<file path="src/common/wsg_map.svh">
// Register offsets, field positions, reset values and timing counts
`ifndef WSG_MAP_SVH
`define WSG_MAP_SVH
`define WSG_A_CTRL 8'h00
`define WSG_A_STATUS 8'h04
`define WSG_A_AMP 8'h08
`define WSG_A_OFFS 8'h0c
`define WSG_A_FREQ 8'h10
`define WSG_A_T1 8'h14
`define WSG_A_T4 8'h20
`define WSG_A_SV 8'h24
`define WSG_A_SI 8'h28
`define WSG_A_SP 8'h2c
`define WSG_B_START 0
`define WSG_B_STOP 1
`define WSG_B_TOGGLE 2
`define WSG_B_LOAD 3
`define WSG_B_CLRALM 4
`define WSG_B_SHAPE 8
`define WSG_B_TARGET 12
`define WSG_RST_FREQ 14'h0001
`define WSG_RST_T 29'h0000_0001
`define WSG_T_MIN 29'h0000_0001
`define WSG_T_MAX 29'h1575_2a00
`define WSG_F_MIN 14'h0001
`define WSG_F_MAX 14'h2710
`define WSG_PH_K 32'h0001_5799
`define WSG_RATED 18'h0_ffff
`define WSG_CLK_NS 20
`define WSG_TICK_NS 100000
`define WSG_TICK_CYC ((`WSG_TICK_NS + `WSG_CLK_NS - 1) / `WSG_CLK_NS)
`endif

</file>
<file path="src/common/wsg_pkg.sv">
// Types of the waveform set-value generator
package wsg_pkg;
	typedef enum logic [2:0] {
		WSG_OFF = 3'b001,
		WSG_HOLD = 3'b010,
		WSG_RUN = 3'b100
	} wsg_state_t;
	typedef enum logic [1:0] {
		WSG_SINE = 2'h0,
		WSG_TRI = 2'h1,
		WSG_RECT = 2'h2,
		WSG_TRAP = 2'h3
	} wsg_shape_t;
	typedef struct packed {
		logic pready;
		logic pslverr;
		logic [31:0] prdata;
		wsg_shape_t shape;
		logic target;
		logic [15:0] amp;
		logic [16:0] offs;
		logic [13:0] freq;
		logic [3:0][28:0] tseg;
		logic [15:0] static_v;
		logic [16:0] static_i;
		logic [15:0] static_p;
		logic [8:0] s1;
		logic [8:0] s2;
		logic [2:0] bd;
		wsg_state_t state;
		logic alarm;
		logic [1:0] seg;
		logic [28:0] elapsed;
		logic [15:0] tcnt;
		logic [31:0] phase;
		logic [47:0] rem;
		logic [15:0] q;
		logic [4:0] divi;
		logic [15:0] frac;
		logic [15:0] amp_eff;
		logic [15:0] set_v;
		logic [16:0] set_i;
		logic [15:0] set_p;
		logic on;
		logic run_o;
	} wsg_st_t;
endpackage : wsg_pkg

</file>
<file path="src/rtl/wsg_top.sv">
// Waveform set-value generator with run control and APB registers
`timescale 1ns/1ps
`default_nettype none
`include "wsg_map.svh"
module wsg_top
	import wsg_pkg::*;
#(
	parameter logic [15:0] TICK_CYCLES = 16'(`WSG_TICK_CYC)
)(
	// Clock and reset
	input wire logic pclk,
	input wire logic presetn,
	// APB slave
	input wire logic psel,
	input wire logic penable,
	input wire logic pwrite,
	input wire logic [7:0] paddr,
	input wire logic [31:0] pwdata,
	output logic [31:0] prdata,
	output logic pready,
	output logic pslverr,
	// Local controls and unit status pins
	input wire logic start_btn,
	input wire logic stop_btn,
	input wire logic toggle_btn,
	input wire logic unit_alarm,
	input wire logic over_power_trip,
	input wire logic over_current_trip,
	input wire logic event_alarm,
	input wire logic slave_mode,
	input wire logic resistance_mode,
	// Power stage set values, output enable and status outputs
	output logic [15:0] set_voltage,
	output logic [16:0] set_current,
	output logic [15:0] set_power,
	output logic dc_output_on,
	output logic alarm_report,
	output logic waveform_running
);
	// Out-of-range requests settle on the nearest legal frequency
	function automatic logic [13:0] clamp_f(input logic [13:0] f);
		if (f < `WSG_F_MIN)
			clamp_f = `WSG_F_MIN;
		else if (f > `WSG_F_MAX)
			clamp_f = `WSG_F_MAX;
		else
			clamp_f = f;
	endfunction : clamp_f

	function automatic logic [28:0] clamp_t(input logic [28:0] t);
		if (t < `WSG_T_MIN)
			clamp_t = `WSG_T_MIN;
		else if (t > `WSG_T_MAX)
			clamp_t = `WSG_T_MAX;
		else
			clamp_t = t;
	endfunction : clamp_t

	// Voltage floors at zero, current may go negative (sink)
	function automatic logic [16:0] clamp_set(input logic signed [17:0] v,
		input logic cur);
		logic signed [17:0] hi;
		logic signed [17:0] lo;
		hi = $signed(`WSG_RATED);
		lo = cur ? -hi : 18'sh0_0000;
		if (v > hi)
			clamp_set = hi[16:0];
		else if (v < lo)
			clamp_set = lo[16:0];
		else
			clamp_set = v[16:0];
	endfunction : clamp_set

	// Parabolic half-wave, peak error near 6 percent, no table needed
	function automatic logic [15:0] sine_mag(input logic [31:0] ph);
		logic [31:0] m;
		m = 32'(ph[30:15]) * 32'(~ph[30:15]);
		sine_mag = m[29:14];
	endfunction : sine_mag

	// 0 rise, 1 top, 2 fall, 3 base
	function automatic logic [1:0] seg_kind(input wsg_shape_t s,
		input logic [1:0] g);
		if (s == WSG_TRI)
			seg_kind = g[0] ? 2'h2 : 2'h0;
		else if (s == WSG_RECT)
			seg_kind = g[0] ? 2'h3 : 2'h1;
		else
			seg_kind = g;
	endfunction : seg_kind

	wsg_st_t st;
	wsg_st_t n;
	logic acc, wr, wr_ctrl, alarm_any, unavail, tick, last_seg;
	logic cmd_start, cmd_stop, cmd_toggle, cmd_load;
	logic [2:0] rise;
	logic [28:0] tcur;
	logic [31:0] inc;
	logic [47:0] inc_w;
	logic [16:0] abs_offs, lim, level, hi_lvl, wave;
	logic [31:0] smul;

	assign acc = psel & penable & st.pready;
	assign wr = acc & pwrite;
	assign wr_ctrl = wr && paddr == `WSG_A_CTRL;
	assign rise = st.s2[2:0] & ~st.bd;
	assign alarm_any = |st.s2[6:3];
	assign unavail = st.s2[7] | st.s2[8];
	assign cmd_start = (wr_ctrl & pwdata[`WSG_B_START]) | rise[0];
	assign cmd_stop = (wr_ctrl & pwdata[`WSG_B_STOP]) | rise[1];
	assign cmd_toggle = (wr_ctrl & pwdata[`WSG_B_TOGGLE]) | rise[2];
	assign cmd_load = wr_ctrl & pwdata[`WSG_B_LOAD];
	assign tick = st.tcnt == TICK_CYCLES - 16'h0001;
	assign tcur = clamp_t(st.tseg[st.seg]);
	assign last_seg = st.seg == (st.shape == WSG_TRAP ? 2'h3 : 2'h1);
	assign inc_w = 48'(clamp_f(st.freq)) * 48'(`WSG_PH_K);
	// Step constant holds ten fraction bits; 1 Hz truncates to a step of 85, just over one percent slow
	assign inc = inc_w[41:10];
	assign abs_offs = st.offs[16] ? 17'(-st.offs) : st.offs;
	assign lim = 17'(`WSG_RATED) - abs_offs;
	assign smul = 32'(st.amp_eff) * 32'(sine_mag(st.phase));
	always_comb
	begin
		level = 17'h0_0000;
		if (st.shape == WSG_SINE)
			level = st.phase[31] ? 17'(-{1'b0, smul[31:16]})
				: {1'b0, smul[31:16]};
		else if (seg_kind(st.shape, st.seg) == 2'h0)
			level = {1'b0, st.frac};
		else if (seg_kind(st.shape, st.seg) == 2'h1)
			level = {1'b0, st.amp_eff};
		else if (seg_kind(st.shape, st.seg) == 2'h2)
			level = {1'b0, st.amp_eff - st.frac};
	end
	assign wave = clamp_set($signed({st.offs[16], st.offs}) +
		$signed({level[16], level}), st.target);
	assign hi_lvl = clamp_set($signed({st.offs[16], st.offs}) +
		$signed({2'b00, st.amp_eff}), st.target);

	always_comb
	begin
		logic do_start;
		logic [47:0] trial;
		logic ge;
		logic [1:0] idx;
		do_start = 1'b0;
		trial = 48'h0000_0000_0000;
		ge = 1'b0;
		idx = 2'(8'(paddr - `WSG_A_T1) >> 2);
		n = st;
		n.s1 = {resistance_mode, slave_mode, event_alarm, over_current_trip,
			over_power_trip, unit_alarm, toggle_btn, stop_btn, start_btn};
		n.s2 = st.s1;
		n.bd = st.s2[2:0];
		// One wait state keeps pready and prdata straight from flops
		n.pready = psel & penable & ~st.pready;
		n.pslverr = 1'b0;
		n.prdata = 32'h0000_0000;
		if (paddr == `WSG_A_CTRL)
			n.prdata = {19'h0_0000, st.target, 2'h0, st.shape, 8'h00};
		else if (paddr == `WSG_A_STATUS)
			n.prdata = {22'h00_0000, st.seg, 3'h0, unavail, st.alarm,
				st.state};
		else if (paddr == `WSG_A_AMP)
			n.prdata = {16'h0000, st.amp};
		else if (paddr == `WSG_A_OFFS)
			n.prdata = {{15{st.offs[16]}}, st.offs};
		else if (paddr == `WSG_A_FREQ)
			n.prdata = {18'h0_0000, st.freq};
		else if (paddr >= `WSG_A_T1 && paddr <= `WSG_A_T4 && paddr[1:0] == 2'h0)
			n.prdata = {3'h0, st.tseg[idx]};
		else if (paddr == `WSG_A_SV)
			n.prdata = {16'h0000, st.static_v};
		else if (paddr == `WSG_A_SI)
			n.prdata = {{15{st.static_i[16]}}, st.static_i};
		else if (paddr == `WSG_A_SP)
			n.prdata = {16'h0000, st.static_p};
		else
			n.pslverr = 1'b1;
		// Shape settings frozen while running so a run never mixes them
		if (wr && st.state != WSG_RUN)
		begin
			if (paddr == `WSG_A_CTRL)
			begin
				n.shape = wsg_shape_t'(pwdata[`WSG_B_SHAPE+:2]);
				n.target = pwdata[`WSG_B_TARGET];
			end
			else if (paddr == `WSG_A_AMP)
				n.amp = pwdata[15:0];
			else if (paddr == `WSG_A_OFFS)
				n.offs = pwdata[16:0];
			else if (paddr == `WSG_A_FREQ)
				n.freq = clamp_f(pwdata[13:0]);
			else if (paddr >= `WSG_A_T1 && paddr <= `WSG_A_T4 &&
				paddr[1:0] == 2'h0)
				n.tseg[idx] = pwdata[28:0];
			else if (paddr == `WSG_A_SV)
				n.static_v = pwdata[15:0];
			else if (paddr == `WSG_A_SI)
				n.static_i = pwdata[16:0];
			else if (paddr == `WSG_A_SP)
				n.static_p = pwdata[15:0];
		end
		if (wr_ctrl && pwdata[`WSG_B_CLRALM])
			n.alarm = 1'b0;
		if (alarm_any)
		begin
			n.alarm = 1'b1;
			n.state = WSG_OFF;
		end
		else if (unavail)
		begin
			if (st.state == WSG_RUN)
				n.state = WSG_HOLD;
		end
		else if (cmd_toggle)
		begin
			if (st.state == WSG_OFF)
				do_start = 1'b1;
			else
				n.state = WSG_OFF;
		end
		else if (cmd_stop)
		begin
			if (st.state == WSG_RUN)
				n.state = WSG_HOLD;
		end
		else if (cmd_start)
			do_start = 1'b1;
		else if (cmd_load && st.state == WSG_OFF)
			n.state = WSG_HOLD;
		if (do_start)
		begin
			n.state = WSG_RUN;
			n.seg = 2'h0;
			n.elapsed = 29'h0000_0000;
			n.tcnt = 16'h0000;
			n.phase = 32'h0000_0000;
			n.frac = 16'h0000;
			n.divi = 5'h00;
			n.amp_eff = ({1'b0, st.amp} > lim) ? lim[15:0] : st.amp;
		end
		else if (st.state == WSG_RUN)
		begin
			n.phase = st.phase + inc;
			n.tcnt = tick ? 16'h0000 : st.tcnt + 16'h0001;
			if (tick && st.shape != WSG_SINE)
			begin
				if (st.elapsed + 29'h0000_0001 >= tcur)
				begin
					n.elapsed = 29'h0000_0000;
					n.seg = last_seg ? 2'h0 : st.seg + 2'h1;
					n.frac = 16'h0000;
				end
				else
					n.elapsed = st.elapsed + 29'h0000_0001;
				// Serial divide: ramp = amp * elapsed / segment time
				n.rem = 48'(st.amp_eff) * 48'(n.elapsed);
				n.q = 16'h0000;
				n.divi = 5'h10;
			end
			else if (st.divi != 5'h00)
			begin
				trial = 48'(tcur) << (st.divi - 5'h01);
				ge = st.rem >= trial;
				n.rem = ge ? st.rem - trial : st.rem;
				n.q = {st.q[14:0], ge};
				n.divi = st.divi - 5'h01;
				if (st.divi == 5'h01)
					n.frac = {st.q[14:0], ge};
			end
		end
		n.set_v = (n.state == WSG_RUN && !st.target) ? wave[15:0]
			: st.static_v;
		n.set_i = (n.state == WSG_RUN && st.target) ? wave
			: st.static_i;
		n.set_p = st.static_p;
		n.on = n.state != WSG_OFF;
		n.run_o = n.state == WSG_RUN;
	end

	always_ff @(posedge pclk or negedge presetn)
	begin
		if (!presetn)
		begin
			st <= '0;
			st.state <= WSG_OFF;
			st.freq <= `WSG_RST_FREQ;
			st.tseg <= {4{`WSG_RST_T}};
		end
		else
			st <= n;
	end

	assign prdata = st.prdata;
	assign pready = st.pready;
	assign pslverr = st.pslverr;
	assign set_voltage = st.set_v;
	assign set_current = st.set_i;
	assign set_power = st.set_p;
	assign dc_output_on = st.on;
	assign alarm_report = st.alarm;
	assign waveform_running = st.run_o;
endmodule : wsg_top
`default_nettype wire
</file>
<file path="config.mk">
export PLATFORM = sky130hd
export DESIGN_NAME = wsg_top
export DESIGN_NICKNAME = d
export VERILOG_FILES = /design/src/common/wsg_pkg.sv /design/src/rtl/wsg_top.sv
export VERILOG_INCLUDE_DIRS = /design/src /design/src/common
export SDC_FILE = /design/constraint.sdc
export NUM_CORES = 2
export LEC_CHECK = 0
export ABC_AREA = 1
export BUFFER_PORTS_ARGS = -buffer_cell sky130_fd_sc_hd__buf_4
export CAP_MARGIN = 15
export CORE_ASPECT_RATIO = 1.25
export CORE_MARGIN = 2
export CORE_UTILIZATION = 59
export CTS_CLUSTER_SIZE = 25
export DETAILED_ROUTE_END_ITERATION = 8
export GPL_TIMING_DRIVEN = 1
export PLACE_DENSITY = 0.82
export SLEW_MARGIN = 20
export SYNTH_ARGS = -nofsm -noshare
export SYNTH_HDL_FRONTEND = slang
export SYNTH_SLANG_ARGS = --single-unit
</file>
<file path="constraint.sdc">
create_clock -name pclk -period 15.1 [get_ports pclk]
set_input_delay 1.51 -clock pclk [delete_from_list [all_inputs] [get_ports pclk]]
set_output_delay 1.51 -clock pclk [all_outputs]
set_load 0.03 [all_outputs]
</file>
==> results_dict.tcl <==
set metrics [dict create \
    grt_usage_pct 36.0 \
    grtUsageMet1_pct 44.5 \
    crit_fanout 7 \
    dp_hpwl_mm 166 \
    critPathKind "flip-flop to flip-flop" \
    fmax_ghz 0.0684 \
    antenna_left 0 \
    grt_busiest_layer "met2" \
    ys_top_cells_by_area "fa_1 (26%), dfrtp_1 (18%), ha_1 (11%)" \
    initialDrtViolationCount 6297 \
    drive_gt1_share_pct 9.47 \
    rr_worst_depth 77 \
    path_common_cell "fa_1" \
    slowest_delay_ps 580 \
    final_cell_mix "nand2_1 (1,915), inv_1 (1,646), fa_1 (876)" \
    synth_nets 10500 \
    finalHoldViolCount 0 \
    setup_viol 0 \
    timing.setup.tns_ps 0 \
    syn_to_final_growth_pct 9.31 \
    grt_pass1_wl_mm 340 \
    clockBufferDepth 3 \
    cts_tree "yes" \
    crit_path_end_kind "flip-flop" \
    synth_top_area_share_pct 25.6 \
    min-delay-start "n[239]" \
    r2r_slack_ps 490 \
    grt_max_degree 122 \
    h-tree-depth 2 \
    fin_crit_sh_pct 96.8 \
    cp_data_arrival_time_ps 15190 \
    r2r_end "set_current[16]" \
    yosysUniqueCellTypes 75 \
    use_met3_pct 5.74 \
    async_flop_share_pct 100 \
    final_core_util_pct 64.9 \
    initial_core_util_pct 59.4 \
    slew_viol_final 0 \
    clock-root-buffer "clkbuf_16" \
    finalWorstSetupSlack_ps 490 \
    worstSetupStartpointType "flip-flop" \
    worst_pin_slew_ps 1070 \
    required_ps 15680 \
    synth-main-ff-cell "dfrtp_1" \
    holdCritPathClass "flip-flop to flip-flop" \
    synth_largest_area_cell "fa_1" \
    core_area_sq_um 116000 \
    cts.sink_count 502 \
    grt_pass1_vias 64600 \
    synth_area_sq_um 69100 \
    die_w_um 310 \
    placed_area_sq_um 72800 \
    finalInstanceArea_sq_um 75500 \
    hold_end "n[236]" \
    cpMaxStageDelayCell "fa_1" \
    ys_seq_elements 502 \
    ys_seq_area_share_pct 18.2 \
    vias_per_cell 5.89 \
    r2r_start "st[171]" \
    synthCells 8970 \
    port-buffer-count 136 \
    vias 63100 \
    insertion_delay_ps 690 \
    wire_per_inst_um 20.0 \
    layout_min_cycle_time_ps 14610 \
    nFillCells 9703 \
    avgSynthCellArea_sq_um 7.70 \
    synth_edf_count 0 \
    drc 0 \
    fin_nets 10600 \
    clock_skew_ps 80.0 \
    antenna_found_initial 6 \
    routabilityCongestion 0.990 \
    status "complete, no violations" \
    clk_pin_slew_ps 70 \
    dieArea_sq_um 120000 \
    ys_warn_count 0 \
    drt_first_pass_iters 8 \
    pre_cts_ws_ps -397 \
    drv_cap 0 \
    rows 140 \
    grt_use_met2_pct 58.7 \
    final_common_cell "nand2_1" \
    holdPathStages 0 \
    ios 140 \
    totalWireLength_mm 214 \
    slew_headroom_pct 27.7 \
    grt_remaining_overflow 0 \
    fp.dieH_um 387 \
    cts_buffers 50 \
]
## layout make-up
class / count / area (sq um) / area share, %
inverters: 1689 / 6360 / 8.42
flip-flops and latches: 502 / 12600 / 16.7
clock inverters: 36 / 448 / 0.593
well taps: 1562 / 1950 / 2.59
diodes: 2 / 5.00 / 0.00663
multi-input cells: 6336 / 48800 / 64.6
repair buffers: 524 / 4060 / 5.37
clock buffers: 57 / 1300 / 1.72
## worst max-delay path, delay by kind of cell (launching register included)
kind,cells,cell delay (ps)
adder cells (fa/ha/maj),16,7240
AND/OR/NAND/NOR,32,3270
buffers and inverters,17,1710
AO/OA/AOI/OAI,10,1440
XOR/XNOR,2,410
flip-flops,1,390
## how the worst max path moves through the flow
stage	slack, ps	end	start	cells past startpoint
after floorplan	400	set_current[9]	st[167]	70
after global placement	-160	set_current[14]	st[170]	73
after detailed placement	-400	set_current[2]	st[170]	72
after CTS	-6	set_current[10]	st[179]	82
after global routing	-210	set_voltage[6]	st[171]	80
final	490	set_current[16]	st[171]	77
## logic make-up (layout without fill, tap and decap cells)
logic type	after synthesis	in the layout	share of synthesized area (%)
simple gates	3238	3238	19.1
buf+inv	2132	2306	12.2
fa+ha+maj	1471	1471	36.3
compound gates	1453	1453	12.0
flops	502	502	18.2
xor+xnor	173	173	2.19
mux	1	1	0.0145
other cells	0	2	0
## cells in the mapped netlist (23+ instances only)
master	n
o21ai_0	541
buf_2	27
a31oi_1	70
dfrtp_1	496
xnor2_1	63
nor2_1	722
o21ai_1	33
o22ai_1	82
inv_1	1663
nor3_1	67
fa_1	885
nand4_1	64
a21oi_1	465
or2_2	24
nand2_1	1941
buf_4	86
buf_1	23
a21boi_0	37
clkbuf_1	299
xor2_1	110
o211ai_1	40
nand3_1	319
nor4_1	35
ha_1	586
## metrics by stage
step	cells	hold slack (ps)
2_1_floorplan	8970	331
3_3_place_gp	10600	332
3_5_place_dp	10600	335
4_1_cts	10700	350
5_1_grt	10700	359
6_report	10700	349
## routing by layer
metal	vias to the layer above	share of wire, %
met2	3300	47
met3	887	8.7
met4	10	7.6
li1	28300	-
met1	30600	37
met5	-	0.022
## timing repair
item / in CTS / in global routing
hold buffers: 0 / 0
gates resized for setup: 18 / 178
endpoints found under the hold margin: 0 / 0
buffers inserted: 1 / 20
endpoints found under the setup margin: 33 / 33
pin swaps: 1 / 68
## registers in the layout (all words and copies together), names as in the netlist
| register | cells |
|---|---|
| alarm_report | 1 |
| dc_output_on | 1 |
| n | 28 |
| prdata | 30 |
| pready | 1 |
| pslverr | 1 |
| set_current | 17 |
| set_power | 16 |
| set_voltage | 16 |
| st | 390 |
| waveform_running | 1 |
Power is left out: the tool's default activity adds up to more than one toggle a clock period on the data nets, which glitch-free logic cannot reach.
